--- config.mk ---
export PLATFORM = sky130hd
export DESIGN_NAME = dms_selector
export DESIGN_NICKNAME = d
export VERILOG_FILES = /design/src/dms_pkg.sv /design/src/dms_selector.sv
export SDC_FILE = /design/constraint.sdc
export NUM_CORES = 1
export LEC_CHECK = 0
export BUFFER_PORTS_ARGS = -buffer_cell sky130_fd_sc_hd__buf_4
export CAP_MARGIN = 20
export CORE_UTILIZATION = 44
export DETAILED_ROUTE_END_ITERATION = 7
export PLACE_DENSITY = 0.8
export SETUP_SLACK_MARGIN = 0.02
export SYNTH_ARGS = -nofsm -noshare
export SYNTH_HDL_FRONTEND = slang
export SYNTH_SLANG_ARGS = --single-unit
--- constraint.sdc ---
create_clock -name I_SYS_CLK -period 2.8 [get_ports I_SYS_CLK]
set_input_delay 0.28 -clock I_SYS_CLK [delete_from_list [all_inputs] [get_ports I_SYS_CLK]]
set_output_delay 0.28 -clock I_SYS_CLK [all_outputs]
set_load 0.02 [all_outputs]
--- src/dms_pkg.sv ---
// Overview of operation
// Setting 7 and interlock falling forces External mode, stopped or running.
// In External mode the interlock on stops output, off resumes it.
// After a forced External change, stop key with a fault resets the drive.
// Interlock on with a start input on refuses a change into panel mode.
// Leaving setting 7 restores the normal output-stop meaning of that input.
// Output-stop input polarity is inverted when the polarity setting is 2.
// Settings 0, 6, 7: panel/External switch on gives External, off panel.
// Setting 6 accepts mode changes from switching inputs while running.
// A terminal acts as panel/External switch only when assigned code 16.
// Settings 1, 2, 3 and 4 ignore the panel/External switch input.
// Precedence: setting, interlock, Net/Ext, Net/panel, panel/Ext, startup.
// Settings 0, 2, 6 let the network switches enter Network mode.
// Startup 10, setting 0 or 6, code 65: on gives panel, off Network.
// Net/panel asking panel while Net/External is on gives Network.
// Network substitutes panel or External by the panel/External input.
// Startup 0 or 1, code 66: on gives Network, off gives External.
// Net/External off gives panel if panel/External off, or follows 65.
// Setting 7, interlock on: switching allowed, output stopped in External.
// Setting 2 never enters panel mode.
// Without an interlock terminal, setting 7 reads output-stop as interlock.
// After reset the startup setting may select Network mode first.
// The mode is evaluated every cycle and held in a registered output.
// Outside setting 6, switching inputs change mode only when stopped with starts off.
package dms_pkg;

    localparam int SEL_W = 4;
    localparam int SU_W  = 4;
    localparam int FN_W  = 8;

    localparam logic [SEL_W-1:0] SEL_STD    = 4'h0;
    localparam logic [SEL_W-1:0] SEL_PU     = 4'h1;
    localparam logic [SEL_W-1:0] SEL_EXT    = 4'h2;
    localparam logic [SEL_W-1:0] SEL_COMB1  = 4'h3;
    localparam logic [SEL_W-1:0] SEL_COMB2  = 4'h4;
    localparam logic [SEL_W-1:0] SEL_SWITCH = 4'h6;
    localparam logic [SEL_W-1:0] SEL_ILK    = 4'h7;

    localparam logic [SU_W-1:0] SU_AS_SEL = 4'h0;
    localparam logic [SU_W-1:0] SU_NET    = 4'h1;
    localparam logic [SU_W-1:0] SU_NETPU  = 4'hA;

    localparam logic [FN_W-1:0] FN_ILK    = 8'h0C;
    localparam logic [FN_W-1:0] FN_PUEXT  = 8'h10;
    localparam logic [FN_W-1:0] FN_NETPU  = 8'h41;
    localparam logic [FN_W-1:0] FN_NETEXT = 8'h42;

    localparam logic [1:0] POL_INV    = 2'h2;
    localparam logic [1:0] NCS_OPTION = 2'h0;

    typedef enum logic [1:0] {
        MODE_EXT  = 2'b00,
        MODE_PU   = 2'b01,
        MODE_NET  = 2'b10,
        MODE_COMB = 2'b11
    } dms_mode_t;

endpackage

--- src/dms_selector.sv ---
`timescale 1ns/1ps
module dms_selector
    import dms_pkg::*;
#(
    parameter int NUM_TERM = 7
) (
    // Clock and reset
    input  wire logic                     I_SYS_CLK,
    input  wire logic                     I_RST_B,
    // Settings
    input  wire logic [SEL_W-1:0]         I_MODE_SELECT_SETTING,
    input  wire logic [SU_W-1:0]          I_NETWORK_STARTUP_SETTING,
    input  wire logic [1:0]               I_NETWORK_COMMAND_SOURCE_SETTING,
    input  wire logic [1:0]               I_OUTPUT_STOP_POLARITY_SETTING,
    input  wire logic [NUM_TERM*FN_W-1:0] I_TERMINAL_FUNCTION_ASSIGN,
    input  wire logic                     I_OPTION_FITTED,
    // Terminal pins
    input  wire logic [NUM_TERM-1:0]      I_TERMINAL_IN,
    input  wire logic                     I_OUTPUT_STOP_IN,
    input  wire logic                     I_FORWARD_START_IN,
    input  wire logic                     I_REVERSE_START_IN,
    // Drive status
    input  wire logic                     I_MOTOR_STOPPED,
    input  wire logic                     I_FAULT,
    // Panel and network
    input  wire logic                     I_STOP_KEY,
    input  wire logic                     I_MODE_REQ_VALID,
    input  wire logic [1:0]               I_MODE_REQ,
    // Results
    output logic [1:0]                    O_OPERATION_MODE,
    output logic                          O_OUTPUT_STOP,
    output logic                          O_FAULT_RESET,
    output logic                          O_REQ_REFUSED
);

    //--------------------------------------------------------------
    // Parameter check
    //--------------------------------------------------------------
    if (NUM_TERM < 1 || NUM_TERM > 16) begin : g_bad
        $error("NUM_TERM must lie between 1 and 16.");
    end

    localparam int PW = NUM_TERM + 3;

    //--------------------------------------------------------------
    // State
    //--------------------------------------------------------------
    logic [PW-1:0]   s1_q, s1_d;
    logic [PW-1:0]   s2_q, s2_d;
    dms_mode_t       mode_q, mode_d;
    logic            init_q, init_d;
    logic            forced_q, forced_d;
    logic            key_q, key_d;
    logic            stop_q, stop_d;
    logic            frst_q, frst_d;
    logic            refu_q, refu_d;

    // Terminals whose assigned function code equals the one asked for.
    function automatic logic [NUM_TERM-1:0] fn_hit(
        input logic [FN_W-1:0] code
    );
        logic [NUM_TERM-1:0] h;
        h = '0;
        for (int k = 0; k < NUM_TERM; k++) begin
            h[k] = (I_TERMINAL_FUNCTION_ASSIGN[k*FN_W +: FN_W] == code);
        end
        return h;
    endfunction

    //--------------------------------------------------------------
    // Decoded inputs
    //--------------------------------------------------------------
    logic [NUM_TERM-1:0] term;
    logic            fwd, rev, start_on, mrs_lvl;
    logic            ilk_a, ilk_mode, ilk_lvl, ilk_from_mrs;
    logic            x16_a, x65_a, x66_a, x16, x65, x66;
    logic            x16_use, x65_use, x66_use;
    logic            net_ok, may_switch, forced, from_req;
    dms_mode_t       tgt;
    logic            tgt_ok;

    assign term  = s2_q[PW-1:3];
    assign fwd   = s2_q[0];
    assign rev   = s2_q[1];
    assign start_on = fwd | rev;
    assign mrs_lvl  = s2_q[2] ^ (I_OUTPUT_STOP_POLARITY_SETTING == POL_INV);

    assign ilk_a = |fn_hit(FN_ILK);
    assign x16_a = |fn_hit(FN_PUEXT);
    assign x65_a = |fn_hit(FN_NETPU);
    assign x66_a = |fn_hit(FN_NETEXT);
    assign x16   = |(fn_hit(FN_PUEXT) & term);
    assign x65   = |(fn_hit(FN_NETPU) & term);
    assign x66   = |(fn_hit(FN_NETEXT) & term);

    assign ilk_mode     = (I_MODE_SELECT_SETTING == SEL_ILK);
    assign ilk_from_mrs = ilk_mode && !ilk_a;
    assign ilk_lvl      = ilk_a ? |(fn_hit(FN_ILK) & term) : mrs_lvl;

    assign net_ok = !(I_NETWORK_COMMAND_SOURCE_SETTING == NCS_OPTION
                      && !I_OPTION_FITTED);
    assign may_switch = (I_MOTOR_STOPPED && !start_on)
                        || (I_MODE_SELECT_SETTING == SEL_SWITCH);

    assign x66_use = x66_a
        && (I_NETWORK_STARTUP_SETTING == SU_AS_SEL
            || I_NETWORK_STARTUP_SETTING == SU_NET)
        && (I_MODE_SELECT_SETTING == SEL_STD
            || I_MODE_SELECT_SETTING == SEL_EXT
            || I_MODE_SELECT_SETTING == SEL_SWITCH
            || I_MODE_SELECT_SETTING == SEL_ILK);
    assign x65_use = x65_a
        && (I_NETWORK_STARTUP_SETTING == SU_NETPU)
        && (I_MODE_SELECT_SETTING == SEL_STD
            || I_MODE_SELECT_SETTING == SEL_SWITCH);
    assign x16_use = x16_a
        && (I_MODE_SELECT_SETTING == SEL_STD
            || I_MODE_SELECT_SETTING == SEL_SWITCH
            || I_MODE_SELECT_SETTING == SEL_ILK);

    //--------------------------------------------------------------
    // Target mode by precedence
    //--------------------------------------------------------------
    always_comb begin
        tgt      = mode_q;
        tgt_ok   = 1'b0;
        forced   = 1'b0;
        from_req = 1'b0;
        case (I_MODE_SELECT_SETTING)
            SEL_PU: begin
                tgt    = MODE_PU;
                tgt_ok = 1'b1;
                forced = 1'b1;
            end
            SEL_COMB1, SEL_COMB2: begin
                tgt    = MODE_COMB;
                tgt_ok = 1'b1;
                forced = 1'b1;
            end
            SEL_STD, SEL_EXT, SEL_SWITCH, SEL_ILK: begin
                tgt_ok = 1'b1;
                if (ilk_mode && !ilk_lvl) begin
                    tgt    = MODE_EXT;
                    forced = 1'b1;
                end else if (x66_use) begin
                    if (x66) begin
                        tgt = net_ok ? MODE_NET : MODE_PU;
                    end else if (x65_a) begin
                        tgt = x65 ? MODE_PU : MODE_NET;
                    end else if (x16_a && !x16) begin
                        tgt = MODE_PU;
                    end else begin
                        tgt = MODE_EXT;
                    end
                end else if (x65_use) begin
                    if (x65 && !x66) begin
                        tgt = MODE_PU;
                    end else if (x16_a) begin
                        tgt = x16 ? MODE_EXT : MODE_PU;
                    end else begin
                        tgt = net_ok ? MODE_NET : MODE_PU;
                    end
                end else if (x16_use) begin
                    tgt = x16 ? MODE_EXT : MODE_PU;
                end else if (I_MODE_REQ_VALID) begin
                    tgt      = dms_mode_t'(I_MODE_REQ);
                    from_req = 1'b1;
                end else begin
                    tgt_ok = 1'b0;
                end
                if (I_MODE_SELECT_SETTING == SEL_EXT && tgt == MODE_PU) begin
                    tgt = MODE_EXT;
                end
            end
            default: begin
                tgt_ok = 1'b0;
            end
        endcase
    end

    //--------------------------------------------------------------
    // Next state
    //--------------------------------------------------------------
    logic refuse;
    logic pu_net_swap;

    always_comb begin
        s1_d = {I_TERMINAL_IN, I_OUTPUT_STOP_IN,
                I_REVERSE_START_IN, I_FORWARD_START_IN};
        s2_d     = s1_q;
        key_d    = I_STOP_KEY;
        init_d   = 1'b0;
        mode_d   = mode_q;
        forced_d = forced_q;
        refu_d   = 1'b0;
        pu_net_swap = (tgt == MODE_PU && mode_q == MODE_NET)
                      || (tgt == MODE_NET && mode_q == MODE_PU);
        refuse = 1'b0;
        if (tgt == MODE_PU && ilk_mode && ilk_lvl && start_on) begin
            refuse = 1'b1;
        end
        if (from_req && tgt == MODE_COMB) begin
            refuse = 1'b1;
        end
        if (from_req && pu_net_swap
            && I_NETWORK_STARTUP_SETTING != SU_NETPU
            && I_MODE_SELECT_SETTING != SEL_SWITCH) begin
            refuse = 1'b1;
        end
        if (init_q) begin
            // Start-up mode, chosen while the pin synchronisers still hold their reset zeros.
            if (tgt_ok && forced) begin
                mode_d = tgt;
            end else if (I_MODE_SELECT_SETTING == SEL_STD
                         || I_MODE_SELECT_SETTING == SEL_EXT
                         || I_MODE_SELECT_SETTING == SEL_SWITCH) begin
                mode_d = (I_NETWORK_STARTUP_SETTING == SU_AS_SEL)
                         ? MODE_EXT : MODE_NET;
            end else if (I_MODE_SELECT_SETTING == SEL_ILK) begin
                mode_d = (I_NETWORK_STARTUP_SETTING == SU_NET)
                         ? MODE_NET : MODE_EXT;
            end else begin
                mode_d = MODE_EXT;
            end
        end else if (tgt_ok && tgt != mode_q) begin
            if (forced) begin
                mode_d = tgt;
            end else if (may_switch && !refuse) begin
                mode_d = tgt;
            end else if (from_req) begin
                refu_d = 1'b1;
            end
        end
        if (ilk_mode && !ilk_lvl && mode_q != MODE_EXT) begin
            forced_d = 1'b1;
        end else if (!ilk_mode || ilk_lvl) begin
            forced_d = 1'b0;
        end
        stop_d = (ilk_mode && ilk_lvl && mode_d == MODE_EXT)
                 || (!ilk_from_mrs && mrs_lvl);
        frst_d = I_STOP_KEY && !key_q && I_FAULT
                 && forced_q && mode_q == MODE_EXT;
    end

    always_ff @(posedge I_SYS_CLK) begin
        if (!I_RST_B) begin
            s1_q     <= '0;
            s2_q     <= '0;
            mode_q   <= MODE_EXT;
            init_q   <= 1'b1;
            forced_q <= 1'b0;
            key_q    <= 1'b0;
            stop_q   <= 1'b0;
            frst_q   <= 1'b0;
            refu_q   <= 1'b0;
        end else begin
            s1_q     <= s1_d;
            s2_q     <= s2_d;
            mode_q   <= mode_d;
            init_q   <= init_d;
            forced_q <= forced_d;
            key_q    <= key_d;
            stop_q   <= stop_d;
            frst_q   <= frst_d;
            refu_q   <= refu_d;
        end
    end

    assign O_OPERATION_MODE = mode_q;
    assign O_OUTPUT_STOP    = stop_q;
    assign O_FAULT_RESET    = frst_q;
    assign O_REQ_REFUSED    = refu_q;
endmodule

==> results.json <==
{
  "syn_area_um2": 2270,
  "die_area_um2": 5449,
  "fin_total_pwr_mw": 1.110,
  "drive_gt1_share_pct": 43.55,
  "async_flop_share_pct": 0,
  "end_kind": "flop",
  "status": "finished, violations left",
  "vias": 2888,
  "cts_root_buf": "clkbuf_8",
  "io-pin-count": 92,
  "critPathLaunchType": "flop",
  "final_area_um2": 3684,
  "synth_nets": 371,
  "synth-compound-area-share_pct": 19.68,
  "core_um2": 4848,
  "synth_cell_type_count": 58,
  "wl_met1_mm": 3.276,
  "rsz0062_at_grt": "true",
  "critPathArrivalTime_ps": 3240,
  "dr.first_iter.drc_count": 212,
  "drt-vias-per-instance": 5.764,
  "synth-edff-count": 0,
  "highest_layer": "met4",
  "antenna_found_initial": 0,
  "cts.reportedPaths.clkPinSlew_ps": 90,
  "cp.required_ps": 3000,
  "dieWidth_um": 73.82,
  "route.met3.wl_um": 560,
  "grt_max_degree": 26,
  "place_hpwl_mm": 6.145,
  "ys_ff_latch": 28,
  "synthCells": 284,
  "timing.final.crit_share_pct": 108.6,
  "cts_max_level": 1,
  "ys.warnings.count": 0,
  "cts_made_buffers": 3,
  "synth.top_cell.area_share_pct": 24.70,
  "min_period_ps": 3040,
  "hold_class": "in2reg",
  "die_y_um": 73.82,
  "slew_headroom_pct": 70.19,
  "clk_latency_ps": 270,
  "wl_per_cell_um": 15.17,
  "synth-seq-area-share_pct": 24.70,
  "area_growth_pct": 62.29,
  "synthSimpleGateAreaFrac_pct": 48.51,
  "grt_pass1_vias": 2644,
  "power.density_nw_per_um2": 301.4,
  "dr.pass1.iters": 5,
  "antenna_left": 0,
  "synth_most_common_cell": "dfxtp_1",
  "maxSlewViolCount": 0,
  "cts_sinks": 28,
  "cap_violations": 0,
  "route.met2.wl_mm": 3.625,
  "avgSynthCellArea_um2": 7.992,
  "tritoncts": "yes",
  "fmax_ghz": 0.3290,
  "drc_errors": 0,
  "grt_pass1_wl_mm": 11.88,
  "synth_top_family_by_area": "simple AND/OR/NAND/NOR gates",
  "worstMarginPinSlew_ps": 435.9,
  "violations": "negative setup slack",
  "cp_cell_sequence": "inv_1 > o22ai_1 > or4b_4 > a21o_1 > a211oi_4 > nor4b_4 > o31ai_4 > xnor2_2 > a221oi_2 > mux2_4 > o31ai_2",
  "synth_area_leaders": "dfxtp_1 (25%), and2_1 (7.2%), nand3_1 (4.6%)",
  "track_usage_pct": 28.40,
  "crit_type": "reg2reg",
  "yosys-top-cells-count": "dfxtp_1 (28), and2_1 (26), nand3_1 (21)",
  "synthMuxAreaShare_pct": 3.363,
  "ys_dominant_reg_cell": "dfxtp_1",
  "start_util_pct": 46.81,
  "skew_ps": 6.175,
  "synth_xor_area_share_pct": 0.7718,
  "slowest_stage": "or4b_4",
  "path_max_fanout": 4,
  "final_nets": 522,
  "finalHoldViolations": 0,
  "synth_fa_ha_area_share_pct": 0,
  "gp_congestion": 0.9091,
  "p_leak_nw": 1.569,
  "portBuffers": 91,
  "routed_wl_mm": 7.602,
  "peakVddDrop_mv": 0.3452,
  "synth_top_area_cell": "dfxtp_1",
  "fin_setup_tns_ps": -477.4,
  "antenna_cells": 0,
  "critPathMaxStageDelay_ps": 530,
  "fin_ws_ps": -239.8,
  "clk_path_buf_depth": 2,
  "setup_viol": 2,
  "place_area_um2": 3486,
  "rows": 25,
  "gr-total-overflow": 0
}
[cells by family (layout without fill, tap and decap cells)]
| group | Yosys count | count (layout) |
|---|---|---|
| and+or+nand+nor | 173 | 173 |
| buffers and inverters | 17 | 167 |
| muxes | 7 | 7 |
| DFF | 28 | 28 |
| AOI/OAI and AO/OA | 57 | 57 |
| xor gates and xnor gates | 2 | 2 |
[power breakdown]
part | internal, mW | leakage [nW] | total [mW] | switching [mW]
Combinational | 0.208 | 1.30 | 0.375 | 0.167
Clock | 0.191 | 0.0357 | 0.309 | 0.118
Sequential | 0.416 | 0.232 | 0.426 | 0.00984
Total | 0.816 | 1.57 | 1.11 | 0.294
[path summary, 6_finish.rpt]
check / from / slack [ps] / depth (start not counted) / endpoint
hold reg to reg: s1_q[3]$_SDFF_PN0_ / 440 / 1 / s2_q[3]$_SDFF_PN0_
setup / recovery: s2_q[7]$_SDFF_PN0_ / -240 / 11 / O_OUTPUT_STOP$_SDFF_PN0_
setup reg to reg: s2_q[7]$_SDFF_PN0_ / -240 / 11 / O_OUTPUT_STOP$_SDFF_PN0_
hold / removal: I_OUTPUT_STOP_IN / 210 / 2 / s1_q[2]$_SDFF_PN0_
[timing repair]
action | 4_1_cts | 5_1_grt
pin swaps | 13 | 3
setup buffers | 2 | 1
gates resized for setup | 14 | 10
endpoints found under the setup margin | 2 | 3
hold buffers | 0 | 0
hold endpoints to repair | 0 | 0
[state kept, by name, summed over array words and instances, names as in the netlist]
signal,cells
O_OPERATION_MODE,2
init_q,1
forced_q,1
s2_q,10
O_FAULT_RESET,1
s1_q,10
O_OUTPUT_STOP,1
O_REQ_REFUSED,1
key_q,1
[cells in the final DEF (no fill, tap or decap), types with 4 or more instances in the layout]
| cell | count |
|---|---|
| buf_4 | 148 |
| dfxtp_1 | 27 |
| and2_1 | 25 |
| nand3_1 | 21 |
| nand2_1 | 19 |
| nor2_1 | 17 |
| nor2b_1 | 12 |
| nor4_1 | 12 |
| nand4_1 | 12 |
| inv_1 | 10 |
| a21oi_1 | 10 |
| nor4b_1 | 9 |
| nand4b_1 | 9 |
| nor3_1 | 8 |
| nor4_4 | 5 |
| nor4bb_1 | 5 |
| o22ai_1 | 4 |
| mux2i_1 | 4 |
| a22oi_1 | 4 |
| and3_1 | 4 |
| o21ai_0 | 4 |
| buf_6 | 4 |
[per-layer routing]
metal	vias up	track usage [%]
met3	16	1.920
met2	145	48.52
met1	1314	38.65
met4	0	7.265
met5	-	0
li1	1413	-
[through the flow]
step	util (%)	setup WS, ps	hold WS [ps]	std cells
global placement	71.90	-407.4	413.7	494
CTS	75.07	-178.6	202.1	500
global route	75.97	-354.0	195.9	501
finish	75.97	-239.8	206.6	501
floorplan	-	-82.49	377.2	284
detailed placement	71.90	-513.1	421.5	494
[worst max-delay path, delay by kind of cell, from the launching register on]
family / cells / cell delay [ps]
AO/OA/AOI/OAI: 6 / 1410
AND/OR/NAND/NOR: 2 / 630
flip-flops: 1 / 350
multiplexers: 1 / 350
XOR/XNOR: 1 / 130
buffers and inverters: 1 / 90
[cell type report]
class                   count  area, um^2
multi-input cells         239        1758
flip-flops and latches     28       561.8
clock buffers               3       41.29
repair buffers            153        1171
fillers                   353        1165
inverters                  10       37.54
clock inverters             1       30.03
well taps                  67       83.83
Power figures use the tool's default switching activity.
